## config.mk

```make
export PLATFORM = sky130hd
export DESIGN_NAME = rcmdg_top
export DESIGN_NICKNAME = d
export VERILOG_FILES = /design/src/design/rcmdg_pkg.sv /design/src/design/rcmdg_chan.sv /design/src/design/rcmdg_top.sv
export SDC_FILE = /design/constraint.sdc
export NUM_CORES = 2
export LEC_CHECK = 0
export CAP_MARGIN = 5
export CORE_MARGIN = 4
export CORE_UTILIZATION = 34
export DETAILED_ROUTE_END_ITERATION = 7
export DONT_BUFFER_PORTS = 1
export PLACE_DENSITY = 0.6
export SKIP_CTS_REPAIR_TIMING = 1
export SLEW_MARGIN = 20
export SYNTH_ARGS = -nofsm -noshare
export SYNTH_HDL_FRONTEND = slang
export SYNTH_SLANG_ARGS = --single-unit
```

## constraint.sdc

```tcl
create_clock -name ref_clk -period 2.55 [get_ports ref_clk]
set_clock_uncertainty 0.1 [all_clocks]
set_input_delay 0.255 -clock ref_clk [delete_from_list [all_inputs] [get_ports ref_clk]]
set_output_delay 0.255 -clock ref_clk [all_outputs]
set_load 0.02 [all_outputs]
```

## src/design/rcmdg_pkg.sv

```systemverilog
// Constants, types and helpers for the region clock mux, divide and gate block
package rcmdg_pkg;

  localparam int unsigned RCMDG_NUM_GLOBAL = 48;
  localparam int unsigned RCMDG_NUM_DIRECT = 12;
  localparam int unsigned RCMDG_NUM_DATA = 4;
  localparam int unsigned RCMDG_NUM_HALF = 2;
  localparam int unsigned RCMDG_HALF_CAND = 32;
  localparam int unsigned RCMDG_HALF_OUT = 8;
  localparam int unsigned RCMDG_BUS_W = 16;
  localparam int unsigned RCMDG_LANES_PER_CLUSTER = 13;
  localparam int unsigned RCMDG_FWD_REGIONS = 3;
  localparam int unsigned RCMDG_GLB_PER_HALF = RCMDG_NUM_GLOBAL / RCMDG_NUM_HALF;
  localparam int unsigned RCMDG_DIR_PER_HALF = RCMDG_NUM_DIRECT / RCMDG_NUM_HALF;
  localparam int unsigned RCMDG_DAT_PER_HALF = RCMDG_NUM_DATA / RCMDG_NUM_HALF;

  // Register byte addresses
  localparam logic [11:0] RCMDG_REG_LANE = 12'h000;
  localparam logic [11:0] RCMDG_REG_JUNC = 12'h004;
  localparam logic [11:0] RCMDG_REG_STAT = 12'h008;
  localparam logic [11:0] RCMDG_REG_CFG0 = 12'h040;
  localparam logic [11:0] RCMDG_REG_CFG_LAST = 12'h07c;

  // Channel configuration fields
  localparam int unsigned RCMDG_CFG_SRC_A_LSB = 0;
  localparam int unsigned RCMDG_CFG_SRC_B_LSB = 8;
  localparam int unsigned RCMDG_CFG_DIV_LSB = 16;
  localparam int unsigned RCMDG_CFG_MODE_BIT = 20;
  localparam logic [31:0] RCMDG_CFG_MASK = 32'h001f1f1f;
  localparam logic [31:0] RCMDG_CFG_RESET = 32'h00000000;

  // Lane and junction fields
  localparam int unsigned RCMDG_LANE_RATE_LSB = 16;
  localparam logic [31:0] RCMDG_LANE_MASK = 32'h0003ffff;
  localparam logic [31:0] RCMDG_LANE_RESET = 32'h00000000;
  localparam int unsigned RCMDG_JUNC_CL_IDX_LSB = 0;
  localparam int unsigned RCMDG_JUNC_CL_DATA_BIT = 4;
  localparam int unsigned RCMDG_JUNC_DAT_IDX_LSB = 5;
  localparam int unsigned RCMDG_JUNC_CTL_IDX_LSB = 8;
  localparam logic [31:0] RCMDG_JUNC_MASK = 32'h00000f7f;
  localparam logic [31:0] RCMDG_JUNC_RESET = 32'h00000000;

  localparam logic [1:0] RCMDG_LANE_FULL = 2'h0;
  localparam logic [1:0] RCMDG_LANE_HALF = 2'h1;
  localparam logic [1:0] RCMDG_LANE_QUARTER = 2'h2;

  typedef logic [2:0] rcmdg_div_t;
  localparam rcmdg_div_t RCMDG_DIV_BY1 = 3'h0;
  localparam rcmdg_div_t RCMDG_DIV_BY2 = 3'h1;
  localparam rcmdg_div_t RCMDG_DIV_BY4 = 3'h2;
  localparam rcmdg_div_t RCMDG_DIV_BY6 = 3'h3;
  localparam rcmdg_div_t RCMDG_DIV_BY8 = 3'h4;

  typedef enum logic [2:0] {
    RCMDG_SW_RUN = 3'b001,
    RCMDG_SW_DROP = 3'b010,
    RCMDG_SW_ARM = 3'b100
  } rcmdg_sw_state_t;

  // Source edges per output half period; zero means bypass
  function automatic logic [2:0] rcmdg_half_count(input rcmdg_div_t code);
    logic [2:0] h;
    h = 3'h0;
    if (code == RCMDG_DIV_BY2) h = 3'h1;
    else if (code == RCMDG_DIV_BY4) h = 3'h2;
    else if (code == RCMDG_DIV_BY6) h = 3'h3;
    else if (code == RCMDG_DIV_BY8) h = 3'h4;
    return h;
  endfunction

endpackage

```

## src/design/rcmdg_chan.sv

```systemverilog
// One output channel: two dividers feeding an enable gate or a glitchless switch
`timescale 1ns/1ps
`default_nettype none
module rcmdg_chan (
  // Clock and reset
  input wire logic ref_clk,
  input wire logic rst_n,
  // Candidate clocks chosen by the selection half
  input wire logic src_a,
  input wire logic src_b,
  // Static configuration
  input wire rcmdg_pkg::rcmdg_div_t div_code,
  input wire logic sw_mode,
  // Fabric controls
  input wire logic gate_en,
  input wire logic sw_sel,
  // Results
  output logic clk_out_q,
  output logic sel_now_q
);
  import rcmdg_pkg::*;

  logic [1:0] prev_q;
  logic [1:0] tgl_q;
  logic [2:0] cnt_q [2];
  logic en_q;
  rcmdg_sw_state_t st_q;
  rcmdg_sw_state_t st_d;

  wire [1:0] src = {src_b, src_a};
  wire [1:0] rise = src & ~prev_q;
  wire [2:0] half = rcmdg_half_count(div_code);
  wire bypass = (half == 3'h0);
  wire [1:0] dclk = bypass ? src : tgl_q;
  wire cur_clk = dclk[sel_now_q];
  wire new_clk = dclk[~sel_now_q];
  wire gated = dclk[0] & en_q;
  wire sw_pass = (st_q == RCMDG_SW_RUN) || (st_q == RCMDG_SW_DROP);
  wire out_d = sw_mode ? (sw_pass & cur_clk) : gated;

  // Both dividers share the static ratio
  always_ff @(posedge ref_clk) begin
    for (int k = 0; k < 2; k++) begin
      if (!rst_n || bypass) begin
        cnt_q[k] <= 3'h0;
        tgl_q[k] <= 1'b0;
      end else if (rise[k]) begin
        if (cnt_q[k] == half - 3'h1) begin
          cnt_q[k] <= 3'h0;
          tgl_q[k] <= ~tgl_q[k];
        end else begin
          cnt_q[k] <= cnt_q[k] + 3'h1;
        end
      end
    end
  end

  always_ff @(posedge ref_clk) begin
    if (!rst_n) begin
      prev_q <= 2'h0;
    end else begin
      prev_q <= src;
    end
  end

  // Enable only moves while the divided clock is low
  always_ff @(posedge ref_clk) begin
    if (!rst_n) begin
      en_q <= 1'b0;
    end else if (!dclk[0]) begin
      en_q <= gate_en;
    end
  end

  always_comb begin
    st_d = st_q;
    case (st_q)
      RCMDG_SW_RUN: begin
        if (sw_mode && (sw_sel != sel_now_q)) st_d = RCMDG_SW_DROP;
      end
      RCMDG_SW_DROP: begin
        if (!cur_clk) st_d = RCMDG_SW_ARM;
      end
      RCMDG_SW_ARM: begin
        if (!new_clk) st_d = RCMDG_SW_RUN;
      end
      default: st_d = RCMDG_SW_RUN;
    endcase
  end

  always_ff @(posedge ref_clk) begin
    if (!rst_n) begin
      st_q <= RCMDG_SW_RUN;
      sel_now_q <= 1'b0;
      clk_out_q <= 1'b0;
    end else begin
      st_q <= st_d;
      if (st_q == RCMDG_SW_ARM && !new_clk) sel_now_q <= ~sel_now_q;
      clk_out_q <= out_d;
    end
  end

  sw_drop_low_a: assert property (@(posedge ref_clk) disable iff (!rst_n)
    (st_q == RCMDG_SW_DROP ##1 st_q == RCMDG_SW_ARM) |-> !clk_out_q)
    else $error("switch dropped old clock while high");

  sw_arm_quiet_a: assert property (@(posedge ref_clk) disable iff (!rst_n)
    (st_q == RCMDG_SW_ARM) [*2] |-> !clk_out_q)
    else $error("switch output active while arming");

  gate_no_cut_a: assert property (@(posedge ref_clk) disable iff (!rst_n)
    $changed(en_q) |-> !$past(dclk[0]))
    else $error("gate enable changed while clock high");

  sw_sel_track_a: assert property (@(posedge ref_clk) disable iff (!rst_n)
    (sw_mode && st_q == RCMDG_SW_RUN && sw_sel != sel_now_q) |=> (st_q == RCMDG_SW_DROP))
    else $error("switch ignored new select");

  div_cnt_bound_a: assert property (@(posedge ref_clk) disable iff (!rst_n)
    !bypass |-> (cnt_q[0] < half) && (cnt_q[1] < half))
    else $error("divider count beyond ratio");

endmodule // rcmdg_chan
`default_nettype wire

```

## src/design/rcmdg_top.sv

```systemverilog
// Region clock manager: selection halves, per-clock channels, lane clocks, AHB-Lite registers
`timescale 1ns/1ps
`default_nettype none
module rcmdg_top (
  // Clock and reset
  input wire logic ref_clk,
  input wire logic rst_n,
  // AHB-Lite slave
  input wire logic hsel,
  input wire logic [11:0] haddr,
  input wire logic [1:0] htrans,
  input wire logic hwrite,
  input wire logic [2:0] hsize,
  input wire logic [31:0] hwdata,
  input wire logic hready,
  output logic hreadyout,
  output logic hresp,
  output logic [31:0] hrdata,
  // Clock sources from the hub and the fabric
  input wire logic [rcmdg_pkg::RCMDG_NUM_GLOBAL-1:0] glob_clk,
  input wire logic [rcmdg_pkg::RCMDG_NUM_DIRECT-1:0] dir_clk,
  input wire logic [rcmdg_pkg::RCMDG_NUM_DATA-1:0] data_clk,
  // Fabric run-time controls
  input wire logic [rcmdg_pkg::RCMDG_BUS_W-1:0] fab_gate_en,
  input wire logic [rcmdg_pkg::RCMDG_BUS_W-1:0] fab_sw_sel,
  // Byte-lane strobe clock of the IO cluster
  input wire logic lane_strobe,
  // Clock outputs
  output logic [rcmdg_pkg::RCMDG_BUS_W-1:0] region_bus_q,
  output logic [rcmdg_pkg::RCMDG_BUS_W-1:0] col_clk_q,
  output logic [rcmdg_pkg::RCMDG_FWD_REGIONS-1:0] lane_fwd_q,
  output logic cluster_clk_q,
  output logic bus_ctl_q
);
  import rcmdg_pkg::*;

  logic [31:0] cfg_q [RCMDG_BUS_W];
  logic [31:0] lane_cfg_q;
  logic [31:0] junc_cfg_q;
  logic wr_pend_q;
  logic [11:0] wr_addr_q;
  logic [31:0] hrdata_q;
  logic hreadyout_q;
  logic lane_prev_q;
  logic lane_div2_q;
  logic lane_div4_q;
  logic [RCMDG_BUS_W-1:0] chan_clk;
  logic [RCMDG_BUS_W-1:0] chan_sel;
  logic [RCMDG_HALF_CAND-1:0] cand [RCMDG_NUM_HALF];

  // Each half sees half the hub clocks and a pair of fabric data clocks
  for (genvar h = 0; h < RCMDG_NUM_HALF; h++) begin : g_half
    assign cand[h] = {data_clk[h*RCMDG_DAT_PER_HALF +: RCMDG_DAT_PER_HALF],
                      dir_clk[h*RCMDG_DIR_PER_HALF +: RCMDG_DIR_PER_HALF],
                      glob_clk[h*RCMDG_GLB_PER_HALF +: RCMDG_GLB_PER_HALF]};
  end

  for (genvar i = 0; i < RCMDG_BUS_W; i++) begin : g_ch
    wire [4:0] sel_a = cfg_q[i][RCMDG_CFG_SRC_A_LSB +: 5];
    wire [4:0] sel_b = cfg_q[i][RCMDG_CFG_SRC_B_LSB +: 5];
    wire pick_a = cand[i / RCMDG_HALF_OUT][sel_a];
    wire pick_b = cand[i / RCMDG_HALF_OUT][sel_b];
    rcmdg_chan u_chan (
      .ref_clk(ref_clk),
      .rst_n(rst_n),
      .src_a(pick_a),
      .src_b(pick_b),
      .div_code(cfg_q[i][RCMDG_CFG_DIV_LSB +: 3]),
      .sw_mode(cfg_q[i][RCMDG_CFG_MODE_BIT]),
      .gate_en(fab_gate_en[i]),
      .sw_sel(fab_sw_sel[i]),
      .clk_out_q(chan_clk[i]),
      .sel_now_q(chan_sel[i])
    );
  end

  // Byte-lane strobe dividers
  wire lane_rise = lane_strobe & ~lane_prev_q;
  wire [1:0] lane_rate = lane_cfg_q[RCMDG_LANE_RATE_LSB +: 2];
  wire lane_pick = (lane_rate == RCMDG_LANE_HALF) ? lane_div2_q :
                   (lane_rate == RCMDG_LANE_QUARTER) ? lane_div4_q : lane_strobe;
  wire [RCMDG_BUS_W-1:0] lane_mask = lane_cfg_q[RCMDG_BUS_W-1:0];
  wire [RCMDG_BUS_W-1:0] col_d = (chan_clk & ~lane_mask) | ({RCMDG_BUS_W{lane_pick}} & lane_mask);

  always_ff @(posedge ref_clk) begin
    if (!rst_n) begin
      lane_prev_q <= 1'b0;
      lane_div2_q <= 1'b0;
      lane_div4_q <= 1'b0;
    end else begin
      lane_prev_q <= lane_strobe;
      if (lane_rise) lane_div2_q <= ~lane_div2_q;
      if (lane_rise && lane_div2_q) lane_div4_q <= ~lane_div4_q;
    end
  end

  // Junctions between the clock bus and the fabric
  wire [3:0] cl_idx = junc_cfg_q[RCMDG_JUNC_CL_IDX_LSB +: 4];
  wire cl_use_data = junc_cfg_q[RCMDG_JUNC_CL_DATA_BIT];
  wire [1:0] dat_idx = junc_cfg_q[RCMDG_JUNC_DAT_IDX_LSB +: 2];
  wire [3:0] ctl_idx = junc_cfg_q[RCMDG_JUNC_CTL_IDX_LSB +: 4];
  wire cluster_d = cl_use_data ? data_clk[dat_idx] : chan_clk[cl_idx];
  wire ctl_d = chan_clk[ctl_idx];

  always_ff @(posedge ref_clk) begin
    if (!rst_n) begin
      region_bus_q <= '0;
      col_clk_q <= '0;
      lane_fwd_q <= '0;
      cluster_clk_q <= 1'b0;
      bus_ctl_q <= 1'b0;
    end else begin
      region_bus_q <= chan_clk;
      col_clk_q <= col_d;
      lane_fwd_q <= {RCMDG_FWD_REGIONS{lane_pick}};
      cluster_clk_q <= cluster_d;
      bus_ctl_q <= ctl_d;
    end
  end

  // AHB-Lite slave, zero wait states, always OKAY
  wire addr_phase = hsel && htrans[1] && hready;
  wire rd_take = addr_phase && !hwrite;
  wire wr_take = addr_phase && hwrite;
  wire rd_is_cfg = (haddr >= RCMDG_REG_CFG0) && (haddr <= RCMDG_REG_CFG_LAST);
  wire [3:0] rd_cfg_idx = haddr[5:2];
  wire wr_is_cfg = (wr_addr_q >= RCMDG_REG_CFG0) && (wr_addr_q <= RCMDG_REG_CFG_LAST);
  wire [3:0] wr_cfg_idx = wr_addr_q[5:2];
  wire [31:0] stat_word = {16'h0000, chan_sel};
  wire [31:0] rd_word = (haddr == RCMDG_REG_LANE) ? lane_cfg_q :
                        (haddr == RCMDG_REG_JUNC) ? junc_cfg_q :
                        (haddr == RCMDG_REG_STAT) ? stat_word :
                        rd_is_cfg ? cfg_q[rd_cfg_idx] : 32'h00000000;

  always_ff @(posedge ref_clk) begin
    if (!rst_n) begin
      wr_pend_q <= 1'b0;
      wr_addr_q <= 12'h000;
      hrdata_q <= 32'h00000000;
      hreadyout_q <= 1'b1;
    end else begin
      wr_pend_q <= wr_take;
      if (wr_take) wr_addr_q <= {haddr[11:2], 2'h0};
      if (rd_take) hrdata_q <= rd_word;
      hreadyout_q <= 1'b1;
    end
  end

  // Software config is static in intent; fabric never writes it
  always_ff @(posedge ref_clk) begin
    if (!rst_n) begin
      lane_cfg_q <= RCMDG_LANE_RESET;
      junc_cfg_q <= RCMDG_JUNC_RESET;
      for (int i = 0; i < RCMDG_BUS_W; i++) cfg_q[i] <= RCMDG_CFG_RESET;
    end else if (wr_pend_q) begin
      if (wr_addr_q == RCMDG_REG_LANE) lane_cfg_q <= hwdata & RCMDG_LANE_MASK;
      else if (wr_addr_q == RCMDG_REG_JUNC) junc_cfg_q <= hwdata & RCMDG_JUNC_MASK;
      else if (wr_is_cfg) cfg_q[wr_cfg_idx] <= hwdata & RCMDG_CFG_MASK;
    end
  end

  assign hrdata = hrdata_q;
  assign hreadyout = hreadyout_q;
  assign hresp = 1'b0;

  stat_read_a: assert property (@(posedge ref_clk) disable iff (!rst_n)
    (rd_take && haddr == RCMDG_REG_STAT) |=> (hrdata[RCMDG_BUS_W-1:0] == $past(chan_sel)))
    else $error("status read does not show switch selects");

  lane_div2_a: assert property (@(posedge ref_clk) disable iff (!rst_n)
    $changed(lane_div2_q) |-> $past(lane_rise))
    else $error("half-rate lane clock moved without strobe edge");

  lane_div4_a: assert property (@(posedge ref_clk) disable iff (!rst_n)
    $changed(lane_div4_q) |-> $past(lane_rise && lane_div2_q))
    else $error("quarter-rate lane clock moved off cadence");

  col_mux_a: assert property (@(posedge ref_clk) disable iff (!rst_n)
    (lane_mask == '0) ##1 (lane_mask == '0) |-> (col_clk_q == region_bus_q))
    else $error("column clocks differ from bus with no lane override");

  data_junc_a: assert property (@(posedge ref_clk) disable iff (!rst_n)
    cl_use_data |=> (cluster_clk_q == $past(data_clk[dat_idx])))
    else $error("cluster clock not taken from data signal");

endmodule // rcmdg_top
`default_nettype wire

```

### Word level (Yosys, flattened, before mapping)

Memory sizes are Yosys's and may differ from the RTL's.
Index checks and enable logic that the tools add are counted.

| storage, ports and cells | value |
|---|---|
| register bits | 270 |
| ROM bits | 0 |
| memories | 17 |
| RAM bits | 336 |
| word-level logic and storage cells | 1480 |
| latch bits | 0 |

| cells by class | value |
|---|---|
| add/sub/neg operators | 48 |
| mux-type cells | 663 |
| multipliers | 0 |
| $lt $le $gt $ge | 71 |
| divide/modulo/power cells | 0 |
| reduce and logical (&&, ||, !) cells | 158 |
| bitwise operators | 185 |
| equality and inequality tests | 213 |
| shifts and indexed selects | 0 |

Memories:

| memory | depth | width | read ports | clocked after Yosys merged registers in | wr ports | line | source |
|---|---|---|---|---|---|---|---|
| cfg_q | 16 | 15 | 17 | 0 | 16 | rcmdg_top.sv:37 | `logic [31:0] cfg_q [RCMDG_BUS_W];` |
| g_ch[0].u_chan.cnt_q | 2 | 3 | 2 | 0 | 2 | rcmdg_chan.sv:25 | `logic [2:0] cnt_q [2];` |
| g_ch[10].u_chan.cnt_q | 2 | 3 | 2 | 0 | 2 | rcmdg_chan.sv:25 |  |
| g_ch[11].u_chan.cnt_q | 2 | 3 | 2 | 0 | 2 | rcmdg_chan.sv:25 |  |
| g_ch[12].u_chan.cnt_q | 2 | 3 | 2 | 0 | 2 | rcmdg_chan.sv:25 |  |
| g_ch[13].u_chan.cnt_q | 2 | 3 | 2 | 0 | 2 | rcmdg_chan.sv:25 |  |
| +11 memories | - | - | - | - | - | - |  |

Operators by type and width:

| operator | number |
|---|---|
| $mux 3 | 176 |
| $mux 1 | 414 |
| $lt 5x6->1 const B | 32 |
| $bmux 1 s5 | 32 |
| $eq 3x2->1 const B | 48 |
| $pmux 3 s3 | 16 |
| $mux 32 | 4 |
| $add 3x1->3 const B | 32 |
| $eq 3x1->1 const B | 32 |
| $eq 3x3->1 | 32 |
| $eq 3x3->1 const B | 32 |
| $ne 2x2->1 const B | 48 |
| $reduce_and 2->1 | 33 |
| $lt 1x2->1 const B | 32 |
| $or 1x1->1 | 64 |
| $not 1->1 | 52 |
| $reduce_and 3->1 | 17 |
| $logic_not 3->1 | 16 |
| $sub 3x1->3 const B | 16 |
| $logic_and 1x1->1 | 39 |
| $and 1x1->1 | 33 |
| $and 16x16->16 | 2 |
| $and 2x2->2 | 16 |
| $logic_or 1x1->1 | 32 |
| other kinds (21) | 88 |

### Longest topological paths before layout

An unclocked memory read counts as a cell.

| depth | value |
|---|---|
| word-level depth | 14 |
| gate-level depth with buffers | 10 |
| depth with buffers taken out | 9 |

### Hierarchy

A second synthesis with hierarchy kept.

| unflattened totals | value |
|---|---|
| cells, all modules | 3124 |
| area total of the unflattened synthesis | 37923.9 um^2 |

Modules (own cells, without submodules):

| module | cells an instance | area an instance (um^2) | times used | seq. area each (um^2) |
|---|---|---|---|---|
| rcmdg_top | 1668 | 23530.1 | 1 | 9188.8 |
| rcmdg_chan | 91 | 899.6 | 16 | 380.4 |

### Worst setup path after synthesis

Ideal clock, no wire load.

| timing path | value |
|---|---|
| kind | in2reg |
| start | input haddr[2] |
| end | register hrdata_q[3] (netlist: hrdata[3]) |
| arrival | 2.525 ns |
| path slack | -0.207 ns |
| path buffers | 3 |
| data required time | 2.318 ns |
| stages | 7 |
| path through | buf_2 buf_1 clkbuf_1 mux4_2 mux4_2 a221oi_1 nor3_1 |

| between the ends | value |
|---|---|
| longest elaborated chain between the ends | 6 |

Ends and longest elaborated chain:

| item | line | source |
|---|---|---|
| start: declaration | rcmdg_top.sv:10 | `input wire logic [11:0] haddr,` |
| $ge 12x7->1 / $le 12x7->1 (equally long branches) | rcmdg_top.sv:125 | `wire rd_is_cfg = (haddr >= RCMDG_REG_CFG0) && (haddr <= RCMDG_REG_CFG_LAST);` |
| $logic_and 1x1->1 | rcmdg_top.sv:125 |  |
| $mux 32 | rcmdg_top.sv:133 | `rd_is_cfg ? cfg_q[rd_cfg_idx] : 32'h00000000;` |
| $mux 32 | rcmdg_top.sv:132 | `(haddr == RCMDG_REG_STAT) ? stat_word :` |
| $mux 32 | rcmdg_top.sv:131 | `(haddr == RCMDG_REG_JUNC) ? junc_cfg_q :` |
| $mux 32 (*) | rcmdg_top.sv:130 | `wire [31:0] rd_word = (haddr == RCMDG_REG_LANE) ? lane_cfg_q :` |
| end signal: assignment | rcmdg_top.sv:144 | `if (rd_take) hrdata_q <= rd_word;` |
| end: declaration | rcmdg_top.sv:42 | `logic [31:0] hrdata_q;` |

Mark *: on every way between the ends. The rest lies on a longest branch, timed or not.
A chain may end at the register's enable or synchronous reset.

==> flow_summary.toml <==
[synth]
syn_avg_cell_area_sq_um = 11.8
ys_seq_area_share_pct = 40.9
yosys_warnings = 0
synth_edf_count = 336
syn_inst = 3156
ys.flop_type = "edfxtp_1"
synth.distinct_cells = 71
syn_area_sq_um = 37400
ys_ff_latch = 595
async_flop_share_pct = 0

[setup_path]
slowest_delay_ns = 0.52
crit_fanout = 6
critPathCaptureType = "flip-flop"
path_cells = "clkbuf_16 -> mux4_2 -> mux4_2 -> mux2i_2 -> buf_4 -> a21oi_2 -> buf_6 -> a311oi_2 -> nor4_1"
worst_setup_path_start_kind = "flip-flop"
critPathKind = "flip-flop to flip-flop"
worstRegToRegCells = 9
crit_slowest_cell = "mux4_2"
arrival_ns = 3.24
crit_required_ns = 2.94
crit_path_frequent_cell = "mux4_2"

[finish]
regArea_sq_um = 15300
area_delta_synth_final_pct = 22.4
fill_cells = 10100
final_cell_mix = "mux4_2, edfxtp_1, and2_1, dfxtp_1, nor2_1"
drive_gt1_share_pct = 27.9
multiInputGateArea_sq_um = 21500
num-nets-final = 3639
fin_util_pct = 41.9
final_common_cell = "mux4_2"

[clocking]
tritoncts = "yes"
clkSinkCount = 595
insertion_delay_ns = 0.64
clk_pin_slew_ns = 0.06
root_buffer = "clkbuf_16"
clock_path_buffers = 3
numCtsBuffers = 70
htreeDepth = 3

[timing]
drv_slew = 0
max_slew_margin_pct = 20.2
min_period_ns = 2.85
holdWs_ns = -0.0656
fmaxAchievable_mhz = 350
final_hold_viol_count = 1
finalSetupViolations = 115
rsz0062_at_grt = "true"
post-route-period-util_pct = 112
tightest_slew_ns = 1.19
worst_slack_ns = -0.304

[drt]
vias = 28700
post_drt_via_cell_ratio = 5.87
drt_iter0_drc = 3456
drt-pass1-iter-count = 5
drc_errors = 0
wirelength_mm = 129
routedWlPerCell_um = 26.5
ant_nets = 0

[job]
maxCapViolCount = 0

[global_routing]
grtUsageTotal_pct = 20.6
grt_pass1_wl_mm = 179
grt_pass1_vias = 26500
antenna_found_initial = 11
overflow = 0
grt_max_degree = 104

[power]
p_leak_nw = 15.9
power_mw = 25.8
ir_worst_vdd_mv = 0.429
power_density_nw_per_um2 = 564

[place]
place_congestion = 0.862
dp_hpwl_mm = 84.7
io_buffers = 0

[hold_path]
hold_path_class = "primary input to flip-flop"
min_path_cells = 3

[floorplanning]
start_util_pct = 34.3
die_x_um = 340
io_pins = 222
dieArea_sq_um = 115000
die_y_um = 340
fp-row-count = 121
fp.coreArea_sq_um = 109000

[run_status]
failed_checks = "hold timing, setup timing"
outcome = "complete, but fails checks"
-- logic make-up after synthesis --
logic type	share of synthesized area, %
flops	40.9
fa+ha+maj	2.64
xor+xnor	4.48
compound gates	5.19
mux	26.8
other cells	0.0201
simple gates	16.3
buf+inv	3.62
-- path summary, 6_finish.rpt --
kind,start,endpoint,slack [ns]
worst max register to register,cfg_q[14][0]$_SDFFCE_PN0P_,g_ch[14].u_chan.st_q[2]$_SDFFE_PN0P_,-0.30
worst min-delay path,fab_sw_sel[2],g_ch[2].u_chan.st_q[1]$_SDFFE_PN0P_,-0.07
worst max-delay path,cfg_q[14][0]$_SDFFCE_PN0P_,g_ch[14].u_chan.st_q[2]$_SDFFE_PN0P_,-0.30
worst min register to register,wr_addr_q[7]$_SDFFE_PN0P_,wr_addr_q[7]$_SDFFE_PN0P_,0.36
-- state kept, by name, summed over array words and instances (netlist names) --
signal,count
hrdata,21
region_bus_q,16
wr_addr_q,10
g_ch.u_chan.cnt_q,96
g_ch.u_chan.prev_q,32
lane_prev_q,1
wr_pend_q,1
lane_div4_q,1
bus_ctl_q,1
lane_div2_q,1
cluster_clk_q,1
junc_cfg_q,11
g_ch.u_chan.st_q,48
cfg_q,240
g_ch.u_chan.clk_out_q,16
lane_cfg_q,18
col_clk_q,16
g_ch.u_chan.en_q,16
g_ch.u_chan.tgl_q,32
g_ch.u_chan.sel_now_q,16
lane_fwd_q,1
-- cell type report --
| class | count | area share (%) |
|---|---|---|
| multi-input cells | 2241 | 46.9 |
| flip-flops and latches | 595 | 33.4 |
| repair buffers | 450 | 10.1 |
| clock buffers | 92 | 4.38 |
| well taps | 1414 | 3.87 |
| clock inverters | 36 | 0.906 |
| inverters | 51 | 0.435 |
| diodes | 7 | 0.0383 |
-- routing by layer --
metal  global-route usage [%]  part of all wire (%)
met5                        0                 0.015
met4                     6.75                   3.8
met1                     27.5                    39
met2                     30.9                    44
met3                     8.06                    13
-- cell usage after synthesis, drive strengths merged, types with 9 or more instances --
| library cell | number | area share, % |
|---|---|---|
| mux4 | 386 | 23 |
| edfxtp | 336 | 27 |
| and2 | 259 | 4.3 |
| dfxtp | 259 | 14 |
| nor2 | 245 | 2.5 |
| nand2 | 219 | 2.2 |
| clkbuf | 197 | 2.0 |
| xnor2 | 168 | 3.9 |
| mux2i | 115 | 3.1 |
| a21oi | 97 | 1.3 |
| buf | 83 | 1.1 |
| ha | 79 | 2.6 |
| nor4 | 70 | 1.2 |
| nor2b | 63 | 1.1 |
| nor3 | 62 | 0.83 |
| nand2b | 58 | 0.97 |
| inv | 51 | 0.51 |
| o21ai | 46 | 0.62 |
| nor4b | 37 | 0.87 |
| or2 | 33 | 0.55 |
| nand3 | 26 | 0.35 |
| xor2 | 23 | 0.54 |
| nor3b | 21 | 0.42 |
| a311oi | 16 | 0.37 |
| mux2 | 16 | 0.48 |
| and3 | 14 | 0.23 |
| a221oi | 13 | 0.30 |
| nand4 | 13 | 0.22 |
| a22oi | 12 | 0.24 |
| o22ai | 12 | 0.20 |
| a21o | 10 | 0.20 |
| a31oi | 9 | 0.15 |
| or3 | 9 | 0.15 |
-- worst max-delay path: cells and delay by family, from the launching register on --
family,cells,cell delay (ns)
AOI/OAI and AO/OA,2,0.35
buffers and inverters,3,0.49
muxes,3,1.21
and+or+nand+nor,1,0.08
DFF,1,0.46
-- where the power goes --
| part | switching (mW) | internal (mW) |
|---|---|---|
| clock network | 4.36 | 6.21 |
| logic | 1.90 | 2.24 |
| registers | 0.472 | 10.6 |
-- per-stage QoR --
step                      instance area, sq um  TNS, ns  hold slack (ns)  worst slack, ns  instances
after floorplan                          37500   -18.33            0.277           -0.167       3167
after global placement                   40500    -6.01            0.278           -0.290       4563
after detailed placement                 40500    -8.55            0.282           -0.276       4563
after CTS                                43000   -10.07           -0.384           -0.280       4691
after global routing                     45700   -24.42          0.00570           -0.391       4884
final                                    45700    -9.91          -0.0656           -0.304       4886
Note: power is estimated with default switching activity, not from simulation.
